===== src/hdl/idc_defs.svh =====
`ifndef IDC_DEFS_SVH
`define IDC_DEFS_SVH

// opcode patterns, matched with casez
`define IDC_OP_BIT_CLEAR 16'b1001_????_????_????
`define IDC_OP_BIT_SET 16'b1000_????_????_????
`define IDC_OP_BIT_TOGGLE 16'b0111_????_????_????
`define IDC_OP_SKIP_CLEAR 16'b1011_????_????_????
`define IDC_OP_SKIP_SET 16'b1010_????_????_????
`define IDC_OP_COND_BRANCH 16'b1110_0???_????_????
`define IDC_OP_CALL_W1 16'b1110_110?_????_????
`define IDC_OP_JUMP_W1 16'b1110_1111_????_????
`define IDC_OP_PTR_W1 16'b1110_1110_00??_????
`define IDC_OP_REL_JUMP 16'b1101_0???_????_????
`define IDC_OP_REL_CALL 16'b1101_1???_????_????
`define IDC_OP_INT_RETURN 16'b0000_0000_0001_000?
`define IDC_OP_SUB_RETURN 16'b0000_0000_0001_001?
`define IDC_OP_LIT_RETURN 16'b0000_1100_????_????
`define IDC_OP_PUSH 16'h0005
`define IDC_OP_POP 16'h0006
`define IDC_OP_STANDBY 16'h0003
`define IDC_OP_WDT_CLEAR 16'h0004
`define IDC_OP_DEC_ADJUST 16'h0007
`define IDC_OP_SOFT_RESET 16'h00ff
`define IDC_OP_ADD_LIT 16'b0000_1111_????_????
`define IDC_OP_SUB_LIT 16'b0000_1000_????_????
`define IDC_OP_AND_LIT 16'b0000_1011_????_????
`define IDC_OP_OR_LIT 16'b0000_1001_????_????
`define IDC_OP_XOR_LIT 16'b0000_1010_????_????
`define IDC_OP_MUL_LIT 16'b0000_1101_????_????
`define IDC_OP_MOV_LIT 16'b0000_1110_????_????
`define IDC_OP_BANK_LIT 16'b0000_0001_0000_????
`define IDC_OP_TBL_READ 16'b0000_0000_0000_10??
`define IDC_OP_TBL_WRITE 16'b0000_0000_0000_11??
`define IDC_WORD2_PREFIX 4'hf
`define IDC_TOP_BIT_CLEAR 4'h9
`define IDC_TOP_BIT_SET 4'h8

// status flag update masks, bit order {n, ov, z, dc, c}
`define IDC_FLAGS_NONE 5'h00
`define IDC_FLAGS_ARITH 5'h1f
`define IDC_FLAGS_ZN 5'h14
`define IDC_FLAGS_C 5'h01

// condition flag selectors, cond[2:1]
`define IDC_CC_ZERO 2'h0
`define IDC_CC_CARRY 2'h1
`define IDC_CC_OVF 2'h2
`define IDC_CC_NEG 2'h3

`endif


===== src/hdl/idc_pkg.sv =====
package idc_pkg;

  typedef enum logic [3:0] {
    ST_EXEC = 4'b0001,
    ST_WORD2 = 4'b0010,
    ST_FLUSH = 4'b0100,
    ST_SKIP = 4'b1000
  } idc_state_e;

  typedef enum logic [1:0] {
    PEND_NONE = 2'h0,
    PEND_JUMP = 2'h1,
    PEND_CALL = 2'h2,
    PEND_PTR = 2'h3
  } idc_pend_e;

  typedef enum logic [3:0] {
    ALU_NONE = 4'h0,
    ALU_ADD = 4'h1,
    ALU_SUB = 4'h2,
    ALU_AND = 4'h3,
    ALU_OR = 4'h4,
    ALU_XOR = 4'h5,
    ALU_MUL = 4'h6,
    ALU_MOV = 4'h7,
    ALU_BCLR = 4'h8,
    ALU_BSET = 4'h9,
    ALU_BTOG = 4'ha,
    ALU_DEC_ADJ = 4'hb
  } idc_alu_e;

  typedef struct packed {
    idc_alu_e alu;
    logic [7:0] literal;
    logic wreg_write;
    logic [4:0] flag_upd;
    logic [7:0] file_addr;
    logic [2:0] bit_pos;
    logic access_sel;
    logic file_write;
    logic use_pin_level;
    logic prescaler_clear;
    logic skip;
    logic branch_taken;
    logic pc_load;
    logic pc_rel;
    logic [19:0] pc_target;
    logic [10:0] pc_offset;
    logic stack_push;
    logic stack_pop;
    logic fast_save;
    logic fast_restore;
    logic gie_enable;
    logic standby;
    logic wdt_clear;
    logic soft_reset;
    logic bank_load;
    logic ptr_load;
    logic [1:0] ptr_sel;
    logic [11:0] ptr_value;
    logic tbl_read;
    logic tbl_write;
    logic [1:0] tbl_mode;
    logic nop_cycle;
  } idc_ctl_s;

endpackage : idc_pkg


===== src/hdl/idc_cond_eval.sv =====
`timescale 1ns/1ns
`include "idc_defs.svh"

// branch condition and bit-test skip evaluation, purely combinational
module idc_cond_eval (
  input wire logic [2:0] cond_in,
  input wire logic zero_in,
  input wire logic carry_in,
  input wire logic ovf_in,
  input wire logic neg_in,
  input wire logic test_bit_in,
  input wire logic skip_on_set_in,
  output logic branch_ok_out,
  output logic skip_ok_out
);

  logic flag_sel;

  // cond[0] inverts the selected flag
  always_comb begin
    case (cond_in[2:1])
      `IDC_CC_ZERO: flag_sel = zero_in;
      `IDC_CC_CARRY: flag_sel = carry_in;
      `IDC_CC_OVF: flag_sel = ovf_in;
      `IDC_CC_NEG: flag_sel = neg_in;
      default: flag_sel = 1'b0;
    endcase
    branch_ok_out = flag_sel ^ cond_in[0];
    skip_ok_out = skip_on_set_in ? test_bit_in : ~test_bit_in;
  end

endmodule : idc_cond_eval


===== src/hdl/idc_decoder.sv =====
`timescale 1ns/1ns
`include "idc_defs.svh"

// Function
// - bit clear/set/toggle: one cycle, no flags
// - bit test skip: one, two or three cycles
// - conditional branch on eight flag conditions
// - absolute call: two words, two cycles
// - absolute jump, relative jump and call
// - interrupt and subroutine returns, fast restore
// - literal return loads working register
// - stack push and pop, one cycle
// - standby, watchdog clear, software reset
// - literal add updates all five flags
// - literal subtract updates all five flags
// - literal and/or/xor update zero, negative
// - literal multiply and move, no flags
// - four-bit literal into bank select
// - two-word twelve-bit pointer literal load
// - table read with four pointer modes
// - table write with four pointer modes
// - port read-modify-write uses pin level
// - bit write to timer zero clears prescaler when the prescaler is assigned to timer zero
// - taken branch, relative transfer or return adds a nop cycle
// - stray second-word prefix executes as nop
module idc_decoder (
  input wire logic sys_clk_in,
  input wire logic rst_n_in,
  input wire logic clk_en_in,
  input wire logic [15:0] instr_in,
  input wire logic carry_in,
  input wire logic zero_in,
  input wire logic ovf_in,
  input wire logic neg_in,
  input wire logic test_bit_in,
  input wire logic target_is_port_in,
  input wire logic target_is_timer_zero_in,
  input wire logic prescaler_on_timer_zero_in,
  output logic [3:0] alu_op_out,
  output logic [7:0] literal_out,
  output logic wreg_write_out,
  output logic [4:0] flag_upd_out,
  output logic [7:0] file_addr_out,
  output logic [2:0] bit_pos_out,
  output logic access_sel_out,
  output logic file_write_out,
  output logic use_pin_level_out,
  output logic prescaler_clear_out,
  output logic skip_out,
  output logic branch_taken_out,
  output logic pc_load_out,
  output logic pc_rel_out,
  output logic [19:0] pc_target_out,
  output logic [10:0] pc_offset_out,
  output logic stack_push_out,
  output logic stack_pop_out,
  output logic fast_save_out,
  output logic fast_restore_out,
  output logic gie_enable_out,
  output logic standby_out,
  output logic wdt_clear_out,
  output logic soft_reset_out,
  output logic bank_load_out,
  output logic ptr_load_out,
  output logic [1:0] ptr_sel_out,
  output logic [11:0] ptr_value_out,
  output logic tbl_read_out,
  output logic tbl_write_out,
  output logic [1:0] tbl_mode_out,
  output logic nop_cycle_out
);

  idc_pkg::idc_state_e state_q, state_d;
  idc_pkg::idc_pend_e pend_q, pend_d;
  logic [7:0] pend_lo_q, pend_lo_d;
  logic pend_fast_q, pend_fast_d;
  idc_pkg::idc_ctl_s ctl_q, ctl_d;
  logic branch_ok;
  logic skip_ok;

  // first words that need a following operand word
  function automatic logic is_two_word(input logic [15:0] w);
    casez (w)
      `IDC_OP_CALL_W1, `IDC_OP_JUMP_W1, `IDC_OP_PTR_W1: is_two_word = 1'b1;
      default: is_two_word = 1'b0;
    endcase
  endfunction : is_two_word

  idc_cond_eval u_cond (
    .cond_in(instr_in[10:8]),
    .zero_in(zero_in),
    .carry_in(carry_in),
    .ovf_in(ovf_in),
    .neg_in(neg_in),
    .test_bit_in(test_bit_in),
    .skip_on_set_in(~instr_in[12]),
    .branch_ok_out(branch_ok),
    .skip_ok_out(skip_ok)
  );

  // next-state and next-control computation; control pulses default to zero
  always_comb begin
    ctl_d = '0;
    state_d = idc_pkg::ST_EXEC;
    pend_d = pend_q;
    pend_lo_d = pend_lo_q;
    pend_fast_d = pend_fast_q;
    case (state_q)
      idc_pkg::ST_EXEC: begin
        ctl_d.literal = instr_in[7:0];
        ctl_d.file_addr = instr_in[7:0];
        ctl_d.bit_pos = instr_in[11:9];
        ctl_d.access_sel = instr_in[8];
        casez (instr_in)
          `IDC_OP_BIT_CLEAR, `IDC_OP_BIT_SET, `IDC_OP_BIT_TOGGLE: begin
            if (instr_in[15:12] == `IDC_TOP_BIT_CLEAR) begin
              ctl_d.alu = idc_pkg::ALU_BCLR;
            end else if (instr_in[15:12] == `IDC_TOP_BIT_SET) begin
              ctl_d.alu = idc_pkg::ALU_BSET;
            end else begin
              ctl_d.alu = idc_pkg::ALU_BTOG;
            end
            ctl_d.file_write = 1'b1;
            // pins, not the output latch, feed the modify step
            ctl_d.use_pin_level = target_is_port_in;
            ctl_d.prescaler_clear = target_is_timer_zero_in
                && prescaler_on_timer_zero_in;
          end
          `IDC_OP_SKIP_CLEAR, `IDC_OP_SKIP_SET: begin
            if (skip_ok) begin
              ctl_d.skip = 1'b1;
              state_d = idc_pkg::ST_SKIP;
            end
          end
          `IDC_OP_COND_BRANCH: begin
            ctl_d.pc_offset = {{3{instr_in[7]}}, instr_in[7:0]};
            if (branch_ok) begin
              ctl_d.branch_taken = 1'b1;
              ctl_d.pc_load = 1'b1;
              ctl_d.pc_rel = 1'b1;
              state_d = idc_pkg::ST_FLUSH;
            end
          end
          `IDC_OP_CALL_W1: begin
            pend_d = idc_pkg::PEND_CALL;
            pend_lo_d = instr_in[7:0];
            pend_fast_d = instr_in[8];
            state_d = idc_pkg::ST_WORD2;
          end
          `IDC_OP_JUMP_W1: begin
            pend_d = idc_pkg::PEND_JUMP;
            pend_lo_d = instr_in[7:0];
            state_d = idc_pkg::ST_WORD2;
          end
          `IDC_OP_PTR_W1: begin
            pend_d = idc_pkg::PEND_PTR;
            pend_lo_d = instr_in[7:0];
            state_d = idc_pkg::ST_WORD2;
          end
          `IDC_OP_REL_JUMP, `IDC_OP_REL_CALL: begin
            ctl_d.pc_offset = instr_in[10:0];
            ctl_d.branch_taken = 1'b1;
            ctl_d.pc_load = 1'b1;
            ctl_d.pc_rel = 1'b1;
            ctl_d.stack_push = instr_in[11];
            state_d = idc_pkg::ST_FLUSH;
          end
          `IDC_OP_INT_RETURN, `IDC_OP_SUB_RETURN: begin
            ctl_d.stack_pop = 1'b1;
            ctl_d.pc_load = 1'b1;
            ctl_d.fast_restore = instr_in[0];
            ctl_d.gie_enable = ~instr_in[1];
            state_d = idc_pkg::ST_FLUSH;
          end
          `IDC_OP_LIT_RETURN: begin
            ctl_d.alu = idc_pkg::ALU_MOV;
            ctl_d.wreg_write = 1'b1;
            ctl_d.stack_pop = 1'b1;
            ctl_d.pc_load = 1'b1;
            state_d = idc_pkg::ST_FLUSH;
          end
          `IDC_OP_PUSH: ctl_d.stack_push = 1'b1;
          `IDC_OP_POP: ctl_d.stack_pop = 1'b1;
          `IDC_OP_STANDBY: ctl_d.standby = 1'b1;
          `IDC_OP_WDT_CLEAR: ctl_d.wdt_clear = 1'b1;
          `IDC_OP_SOFT_RESET: ctl_d.soft_reset = 1'b1;
          `IDC_OP_DEC_ADJUST: begin
            ctl_d.alu = idc_pkg::ALU_DEC_ADJ;
            ctl_d.wreg_write = 1'b1;
            ctl_d.flag_upd = `IDC_FLAGS_C;
          end
          `IDC_OP_ADD_LIT: begin
            ctl_d.alu = idc_pkg::ALU_ADD;
            ctl_d.wreg_write = 1'b1;
            ctl_d.flag_upd = `IDC_FLAGS_ARITH;
          end
          `IDC_OP_SUB_LIT: begin
            ctl_d.alu = idc_pkg::ALU_SUB;
            ctl_d.wreg_write = 1'b1;
            ctl_d.flag_upd = `IDC_FLAGS_ARITH;
          end
          `IDC_OP_AND_LIT, `IDC_OP_OR_LIT, `IDC_OP_XOR_LIT: begin
            if (instr_in[9:8] == 2'h3) begin
              ctl_d.alu = idc_pkg::ALU_AND;
            end else if (instr_in[9:8] == 2'h1) begin
              ctl_d.alu = idc_pkg::ALU_OR;
            end else begin
              ctl_d.alu = idc_pkg::ALU_XOR;
            end
            ctl_d.wreg_write = 1'b1;
            ctl_d.flag_upd = `IDC_FLAGS_ZN;
          end
          // product goes to the product pair, so no working register write
          `IDC_OP_MUL_LIT: ctl_d.alu = idc_pkg::ALU_MUL;
          `IDC_OP_MOV_LIT: begin
            ctl_d.alu = idc_pkg::ALU_MOV;
            ctl_d.wreg_write = 1'b1;
          end
          `IDC_OP_BANK_LIT: begin
            ctl_d.literal = {4'h0, instr_in[3:0]};
            ctl_d.bank_load = 1'b1;
          end
          `IDC_OP_TBL_READ, `IDC_OP_TBL_WRITE: begin
            ctl_d.tbl_read = ~instr_in[2];
            ctl_d.tbl_write = instr_in[2];
            ctl_d.tbl_mode = instr_in[1:0];
            state_d = idc_pkg::ST_FLUSH;
          end
          // stray second words and unassigned codes fall here
          default: ctl_d.nop_cycle = 1'b1;
        endcase
      end
      idc_pkg::ST_WORD2: begin
        // a word without the prefix cannot finish the pair; it is dropped
        if (instr_in[15:12] == `IDC_WORD2_PREFIX) begin
          case (pend_q)
            idc_pkg::PEND_CALL, idc_pkg::PEND_JUMP: begin
              ctl_d.pc_target = {instr_in[11:0], pend_lo_q};
              ctl_d.pc_load = 1'b1;
              ctl_d.stack_push = (pend_q == idc_pkg::PEND_CALL);
              ctl_d.fast_save = (pend_q == idc_pkg::PEND_CALL) && pend_fast_q;
            end
            idc_pkg::PEND_PTR: begin
              ctl_d.ptr_load = 1'b1;
              ctl_d.ptr_sel = pend_lo_q[5:4];
              ctl_d.ptr_value = {pend_lo_q[3:0], instr_in[7:0]};
            end
            default: ctl_d.nop_cycle = 1'b1;
          endcase
        end else begin
          ctl_d.nop_cycle = 1'b1;
        end
        pend_d = idc_pkg::PEND_NONE;
      end
      idc_pkg::ST_FLUSH: ctl_d.nop_cycle = 1'b1;
      idc_pkg::ST_SKIP: begin
        ctl_d.nop_cycle = 1'b1;
        // skipping a pair also discards its operand word
        if (is_two_word(instr_in)) begin
          state_d = idc_pkg::ST_FLUSH;
        end
      end
      default: state_d = idc_pkg::ST_EXEC;
    endcase
  end

  // registers; reset wins, otherwise clock enable low freezes every one of them
  always_ff @(posedge sys_clk_in) begin
    if (!rst_n_in) begin
      state_q <= idc_pkg::ST_EXEC;
      pend_q <= idc_pkg::PEND_NONE;
      pend_lo_q <= 8'h00;
      pend_fast_q <= 1'b0;
      ctl_q <= '0;
    end else if (clk_en_in) begin
      state_q <= state_d;
      pend_q <= pend_d;
      pend_lo_q <= pend_lo_d;
      pend_fast_q <= pend_fast_d;
      ctl_q <= ctl_d;
    end
  end

  // outputs taken straight from the control register
  assign alu_op_out = ctl_q.alu;
  assign literal_out = ctl_q.literal;
  assign wreg_write_out = ctl_q.wreg_write;
  assign flag_upd_out = ctl_q.flag_upd;
  assign file_addr_out = ctl_q.file_addr;
  assign bit_pos_out = ctl_q.bit_pos;
  assign access_sel_out = ctl_q.access_sel;
  assign file_write_out = ctl_q.file_write;
  assign use_pin_level_out = ctl_q.use_pin_level;
  assign prescaler_clear_out = ctl_q.prescaler_clear;
  assign skip_out = ctl_q.skip;
  assign branch_taken_out = ctl_q.branch_taken;
  assign pc_load_out = ctl_q.pc_load;
  assign pc_rel_out = ctl_q.pc_rel;
  assign pc_target_out = ctl_q.pc_target;
  assign pc_offset_out = ctl_q.pc_offset;
  assign stack_push_out = ctl_q.stack_push;
  assign stack_pop_out = ctl_q.stack_pop;
  assign fast_save_out = ctl_q.fast_save;
  assign fast_restore_out = ctl_q.fast_restore;
  assign gie_enable_out = ctl_q.gie_enable;
  assign standby_out = ctl_q.standby;
  assign wdt_clear_out = ctl_q.wdt_clear;
  assign soft_reset_out = ctl_q.soft_reset;
  assign bank_load_out = ctl_q.bank_load;
  assign ptr_load_out = ctl_q.ptr_load;
  assign ptr_sel_out = ctl_q.ptr_sel;
  assign ptr_value_out = ctl_q.ptr_value;
  assign tbl_read_out = ctl_q.tbl_read;
  assign tbl_write_out = ctl_q.tbl_write;
  assign tbl_mode_out = ctl_q.tbl_mode;
  assign nop_cycle_out = ctl_q.nop_cycle;

  logic exec_en;
  assign exec_en = clk_en_in && (state_q == idc_pkg::ST_EXEC);
endmodule : idc_decoder


===== config.mk =====
export PLATFORM = sky130hd
export DESIGN_NAME = idc_decoder
export DESIGN_NICKNAME = d
export VERILOG_FILES = /design/src/hdl/idc_pkg.sv /design/src/hdl/idc_cond_eval.sv /design/src/hdl/idc_decoder.sv
export VERILOG_INCLUDE_DIRS = /design/src /design/src/hdl
export SDC_FILE = /design/constraint.sdc
export NUM_CORES = 1
export LEC_CHECK = 0
export ABC_AREA = 1
export BUFFER_PORTS_ARGS = -buffer_cell sky130_fd_sc_hd__buf_4
export CAP_MARGIN = 20
export CELL_PAD_IN_SITES_DETAIL_PLACEMENT = 1
export CELL_PAD_IN_SITES_GLOBAL_PLACEMENT = 2
export CORE_MARGIN = 4
export CORE_UTILIZATION = 31
export DETAILED_ROUTE_END_ITERATION = 8
export GPL_TIMING_DRIVEN = 0
export PLACE_DENSITY_LB_ADDON = 0.1
export SYNTH_ARGS = -nofsm -noshare
export SYNTH_HDL_FRONTEND = slang
export SYNTH_SLANG_ARGS = --single-unit

===== constraint.sdc =====
create_clock -name sys_clk_in -period 2.5 [get_ports sys_clk_in]
set_clock_uncertainty 0.1 [all_clocks]
set_input_delay 0.375 -clock sys_clk_in [delete_from_list [all_inputs] [get_ports sys_clk_in]]
set_output_delay 0.375 -clock sys_clk_in [all_outputs]
set_load 0.005 [all_outputs]

==> impl_results.md, run 1 <==
- Outcome: complete, no violations
- Overflow after GRT: 0
- DRT Wirelength: 17.12 mm
- Placeable Area: 0.01459 mm^2
- H-tree levels: 3
- Port Buffers: 120
- Root Driver: clkbuf_16
- Critical path class: reg2reg
- Max-cap violations: 0
- Post-route worst setup slack: about 450 ps
- WP data required: about 2700 ps
- Leakage: 2.680 nW
- Fmax achieved: 488.0 MHz
- Synthesized area: 0.004644 mm^2
- Clock slew at reported path FFs: roughly 70 ps
- Pwr dens: about 630 mW/mm^2
- DP Worst Slack: 309.7 ps
- Largest net degree at the start of global routing: 18
- Synth-to-Final Area Change: 32.44%
- Cell-internal power: 2.928 mW
- Worst Hold Class: in2reg
- Drt wl/cell: about 18 um
- DRC viols: 0
- Antenna violations before repair: 0
- Critical-path maximum fanout: 10
- Placed inst area: 0.005776 mm^2
- Distinct cells, synth: 38
- Worst hold slack: roughly 190 ps
- Seq/Total Area, Yosys: roughly 45%
- Slew @ Worst Pin: around 750 ps
- Vias in the first global route: 4820
- Comb pwr share: 9.7%
- Die width: 130.4 um
- Final period utilization: between 80% and 90%
- Peak supply drop: 0.4096 mV
- DRT Pass-1 Iters: 4
- Clock sink count: 105
- GPL Wtd Cong: 0.8388
- IO Pins: 124
- Clock power share: 45.7%
- Estimated wirelength of the detail-placed design: approximately 13 mm
- Slew margin rel.: about half
- Die area: roughly 0.017 mm^2
- Max Transition Viols Final: 0
- Post-CTS Setup Bufs: 0
- RSZ-0062 raised after global routing: false
- Crit. End Element: flop
- Proportion of layout cells with a drive suffix above 1: a little under a quarter
- Final setup viols: 0
- Final-report hold violation count: 0
- Final core utilization: 42.16%
- Number of nets in the layout: around 800
- CTS Buf Count: 9
- Number of flops mapped to enable cells by yosys: 0
- PostCTS Resize Cnt: 0
- Register bit total from synthesis: 105
- # diodes: 0
- CTS Buffer Depth: 2
- Initial Util: 31.84%
- Fin area: roughly 0.006 mm^2
- Switch share: 23.87%
- Async SR Flop Fraction: 0%
- First-pass GRT wire length: 26.58 mm
- Hold Buf Count CTS: 0
- Post-route insts no fill: between 900 and 1000
- Seq pwr share: 44.6%
- Global-route usage over all layers: 20.45%
- CTS tree: done
- Setup TNS: 0 ps
- Cell count after placement: approximately 940
- Num rows: 44
- ANT nets after route: 0
- Yosys Warn Count: 0
- DRT iter0 DRCs: 250
- Post-route minimum period: 2049 ps
- Via/cell ratio: 4.937
- Synth Area per Inst: 7.280 um^2
- Critical path startpoint category: flop
- Worst path arrival time: around 2200 ps
- Worst skew pair latency: roughly 350 ps
- P_sw: 918.1 uW
- Cells after synthesis: 638
- Design Power: 3.846 mW
- Ys flop type: dfxtp_1
- Die span in y: 130.4 um
- Syn_nets: 668
- Vias: 4730
-- layer usage --
layer | vias to the layer above | GRT usage [%] | part of all wire [%]
met2 | 97 | 34.04 | 48
li1 | 2322 | - | -
met4 | 0 | 5.142 | 1.5
met1 | 2293 | 27.54 | 47
met5 | - | 0 | 0
met3 | 18 | 3.780 | 4.0
-- power groups by stage --
stage | combinational (mW) | clock [mW] | sequential (mW)
2_1_floorplan | 0.193 | 0 | 1.75
5_1_grt | 0.411 | 1.87 | 1.72
6_report | 0.373 | 1.76 | 1.71
3_5_place_dp | 0.376 | 0 | 1.75
3_3_place_gp | 0.372 | 0 | 1.75
4_1_cts | 0.378 | 1.80 | 1.71
-- registers in the layout (all words and copies together) (netlist names), 2 cells and up --
| name | count |
|---|---|
| alu_op_out | 4 |
| bit_pos_out | 3 |
| file_addr_out | 4 |
| flag_upd_out | 3 |
| literal_out | 8 |
| pc_offset_out | 11 |
| pc_target_out | 20 |
| pend_lo_q | 8 |
| pend_q | 2 |
| ptr_sel_out | 2 |
| ptr_value_out | 12 |
| state_q | 4 |
| tbl_mode_out | 2 |
-- synth_stat cells (2+ instances only) --
master,instances,area [um^2]
nand2_1,185,694.4
dfxtp_1,105,2102
a21oi_1,98,490.5
nor2_1,69,259.0
inv_1,41,153.9
clkbuf_1,21,78.83
nand3_1,20,100.1
o21ai_0,11,55.05
a211oi_1,9,67.56
buf_4,8,60.06
nand2_2,7,43.79
nand4_1,7,43.79
nor2_2,7,43.79
nor3_1,6,30.03
a22oi_1,5,37.54
buf_2,5,25.02
inv_2,5,18.77
ha_1,3,37.54
nand3_2,3,30.03
a32oi_1,2,17.52
buf_1,2,7.510
buf_6,2,22.52
nor2_8,2,40.04
-- placed cells by master (no fill, tap or decap), drive strengths merged, types with 3 or more instances in the layout --
cell and instances:
a211oi 10, a21oi 99, a22oi 6, buf 138
bufinv 4, clkbuf 31, dfxtp 105, ha 3
inv 47, nand2 193, nand3 23, nand4 8
nor2 79, nor3 7, o21ai 12
-- cell type report --
| class | instances | area (um^2) |
|---|---|---|
| plain buffers | 39 | 209.0 |
| clock buffers | 10 | 239.0 |
| clock inverters | 6 | 136.4 |
| fillers | 1826 | 8438 |
| inverters | 46 | 172.7 |
| multi-input cells | 448 | 2161 |
| flip-flops and latches | 105 | 2102 |
| well taps | 184 | 230.2 |
| repair buffers | 120 | 900.9 |
-- critical path: stages, from the launching register on --
cell and delay (ps):
dfxtp_1 350, nor2_1 160, nand2_1 100, nor2_2 210
clkbuf_1 560, o21ai_0 290, a21oi_1 190
-- kinds of logic (layout without fill, tap and decap cells) --
logic type               after synthesis  count (layout)  share of synthesized area, %
flip-flops                           105             105                         45.26
adder cells (fa/ha/maj)                3               3                        0.8083
XOR/XNOR                               2               2                        0.3772
AO/OA/AOI/OAI                        132             132                         16.24
buffers and inverters                 85             221                         8.217
AND/OR/NAND/NOR                      311             311                         29.10
-- path summary, 6_finish.rpt --
check                             from  cells after the start  slack [ps]                        endpoint
max reg2reg    state_q[3]$_SDFFE_PN0P_                      6         450    flag_upd_out[2]$_SDFFE_PN0P_
min reg2reg  pend_lo_q[7]$_SDFFE_PN0P_                      2         360   pc_target_out[7]$_SDFFE_PN0P_
min                  target_is_port_in                      3         190  use_pin_level_out$_SDFFE_PN0P_
max            state_q[3]$_SDFFE_PN0P_                      6         450    flag_upd_out[2]$_SDFFE_PN0P_
Power figures use the tool's default switching activity.
==> inputs of run 2 (changes only) <==
--- a/config.mk
+++ b/config.mk
@@ -6,13 +6,13 @@
 export SDC_FILE = /design/constraint.sdc
 export NUM_CORES = 1
 export LEC_CHECK = 0
-export ABC_AREA = 1
+export ABC_AREA = 0
 export BUFFER_PORTS_ARGS = -buffer_cell sky130_fd_sc_hd__buf_4
 export CAP_MARGIN = 20
 export CELL_PAD_IN_SITES_DETAIL_PLACEMENT = 1
 export CELL_PAD_IN_SITES_GLOBAL_PLACEMENT = 2
 export CORE_MARGIN = 4
-export CORE_UTILIZATION = 31
+export CORE_UTILIZATION = 27
 export DETAILED_ROUTE_END_ITERATION = 8
 export GPL_TIMING_DRIVEN = 0
 export PLACE_DENSITY_LB_ADDON = 0.1
==> constraint.sdc (replaced) <==
create_clock -name sys_clk_in -period 1.8 [get_ports sys_clk_in]
set_clock_uncertainty 0.1 [all_clocks]
set_input_delay 0.27 -clock sys_clk_in [delete_from_list [all_inputs] [get_ports sys_clk_in]]
set_output_delay 0.27 -clock sys_clk_in [all_outputs]
set_load 0.005 [all_outputs]
==> run 2 against run 1 <==
The run now ends with negative setup slack left; sequential share of layout area is 0.31 points lower; non-clock buffer count is 14 higher; final cell count is 8.2% lower; setup slack worse by 460 ps; core utilization is 4.6 points lower; cell area is 1.4% higher; count of clock-buffer cells in the layout is 1 higher; sequential cell count stayed put; critical endpoint is now pc_target_out[7]$_SDFFE_PN0P_; largest power group is now registers; highest routed layer unchanged.
==> impl_results.md, run 2 <==
- Outcome: finished, violations left
- Failing checks: negative setup slack
- Max Transition Viols Final: 0
- Die width: between 100 and 150 um
- Leakage: roughly 2.4 nW
- Commonest cells after routing, fill and taps aside: 126 x buf_4, 101 x dfxtp_1, 59 x nor2_1, 53 x nand2_1, 35 x a22oi_1
- Comb pwr share: 11.2%
- Initial Util: between 20 and 30%
- Count leader, synth: dfxtp_1
- Async SR Flop Fraction: 0%
- Drt wl/cell: 20.71 um
- Clock power share: 40.9%
- Placeable Area: 0.01658 mm^2
- Yosys Warn Count: 0
- Post-synth top cells: 105 x dfxtp_1, 62 x nor2_1, 54 x nand2_1
- DRT Wirelength: 18.20 mm
- Distinct cells, synth: 65
- DRC viols: 0
- Synth-to-Final Area Change: 36.36%
- Design Power: 4.974 mW
- Hold Buf Count CTS: 0
- Port Buffers: 110
- P_sw: between 1 and 1.5 mW
- Switch share: roughly a quarter
- Cells after synthesis: 528
- Worst path arrival time: 2000 ps
- Seq/Total Area, Yosys: 45.96%
- Max FFs per register: 20
- Syn_nets: 558
- CTS tree: done
- Final-report hold violation count: 0
- Fin area: 0.006236 mm^2
- Met3 Routed Length: 696 um
- Final core utilization: 37.60%
- Crit. End Element: flop
- Slew margin rel.: slightly below 50%
- Clock slew at reported path FFs: 70 ps
- DRT iter0 DRCs: 294
- # diodes: 0
- Post-synth top area cell: dfxtp_1
- Register bit total from synthesis: 105
- Die span in y: between 100 and 150 um
- Via/cell ratio: 5.050
- Root Driver: clkbuf_16
- DP Worst Slack: -603.8 ps
- Post-Route M1 WL: about 8.5 mm
- Cell-internal power: around 3.7 mW
- Fmax achieved: about 550 MHz
- Seq pwr share: a little under half
- DRT Pass-1 Iters: 4
- CTS Buf Count: 9
- Met2 WL: 8.702 mm
- Worst hold slack: 71.85 ps
- Final period utilization: 100.6%
- H-tree levels: 3
- IO Pins: 124
- Top Layer Used: met4
- Top cells by area, synth: dfxtp_1 46%, a22oi_1 6.7%, nor2_1 5.1%
- Post-route minimum period: ~1800 ps
- Num rows: 47
- Synth Area per Inst: 8.661 um^2
- Peak supply drop: 0.4729 mV
- Critical path startpoint category: flop
- Synthesized area: about 0.0046 mm^2
- Estimated wirelength of the detail-placed design: ~13 mm
- Vias: 4439
- Post-route worst setup slack: -10.41 ps
- Die area: 0.01908 mm^2
- Slew @ Worst Pin: 761.0 ps
- Proportion of layout cells with a drive suffix above 1: 31.41%
- Overflow after GRT: 0
- CTS Buffer Depth: 2
- GPL Wtd Cong: 0.8833
- Largest net degree at the start of global routing: 17
- ANT nets after route: 0
- Antenna violations before repair: 0
- Vias in the first global route: about 4600
- Ys flop type: dfxtp_1
- Top-area cell type share of the netlist area: 45.96%
- RSZ-0062 raised after global routing: true
- Number of flops mapped to enable cells by yosys: 0
- Global-route usage over all layers: 18.63%
- Worst skew pair latency: around 360 ps
- WP data required: 1990 ps
- First-pass GRT wire length: around 28 mm
- Pwr dens: 797.6 mW/mm^2
- Max-cap violations: 0
- Most common cell after layout, fill and taps aside: buf_4
- Final setup viols: 1
- Clock sink count: 105
- Critical-path maximum fanout: 5
- Number of nets in the layout: 685
- Critical path class: reg2reg
- Worst Hold Class: in2reg
- Placed inst area: 0.005679 mm^2
[run 2: cell families after synthesis]
kind of cell | count (synthesis) | synth area share [%]
muxes | 2 | 0.7113
adders and majority gates | 3 | 0.8209
DFF | 105 | 45.96
and+or+nand+nor | 215 | 23.50
AOI/OAI and AO/OA | 132 | 21.34
buffers and inverters | 67 | 6.894
xor gates and xnor gates | 4 | 0.7662
[run 2: layout make-up]
cell class | instances | area [um^2]
Fill cell | 2000 | 10350
Clock inverter | 4 | 51.30
Tap cell | 220 | 275.3
Clock buffer | 11 | 242.7
Timing Repair Buffer | 117 | 882.1
Sequential cell | 105 | 2112
Inverter | 10 | 37.54
Multi-Input combinational cell | 356 | 2290
Buffer | 56 | 345.3
[run 2: power by group through the flow]
| stage | sequential (mW) | clock [mW] | combinational [mW] |
|---|---|---|---|
| after floorplan | 2.43 | 0 | 0.277 |
| after global placement | 2.44 | 0 | 0.515 |
| after detailed placement | 2.44 | 0 | 0.520 |
| after CTS | 2.38 | 2.09 | 0.538 |
| after global routing | 2.39 | 2.17 | 0.603 |
| final | 2.38 | 2.03 | 0.558 |
[run 2: worst paths after layout]
kind | from | slack, ps | endpoint | depth (start not counted)
worst max-delay path | state_q[3]$_SDFFE_PN0P_ | -10 | pc_target_out[7]$_SDFFE_PN0P_ | 7
worst min-delay path | target_is_port_in | 70 | use_pin_level_out$_SDFFE_PN0P_ | 3
worst max register to register | state_q[3]$_SDFFE_PN0P_ | -10 | pc_target_out[7]$_SDFFE_PN0P_ | 7
worst min register to register | pend_lo_q[6]$_SDFFE_PN0P_ | 370 | pend_lo_q[6]$_SDFFE_PN0P_ | 2
[run 2: layer usage]
layer,up-vias,global-route usage [%]
met2,103,30.83
li1,2118,-
met4,0,6.604
met3,21,3.246
met1,2197,24.55
met5,-,0
[run 2: timing repair]
item / CTS / global route
cloned: 0 / 2
setup buffers: 2 / 3
resized for setup: 27 / 55
pin swaps: 1 / 21
endpoints found under the setup margin: 97 / 76
[run 2: critical path, stage by stage (launching register included)]
cell	delay (ps)
dfxtp_4	380
or2_4	290
nor4_4	280
buf_4	170
and2_4	180
buf_4	140
a22oi_1	70
nor2_1	130
[run 2: through the flow]
step | cells | setup TNS, ps
after floorplan | 528 | -30.56
after global placement | 858 | -40020
after detailed placement | 858 | -41350
after CTS | 875 | -178.6
after global routing | 879 | -1053
final | 879 | -10.41
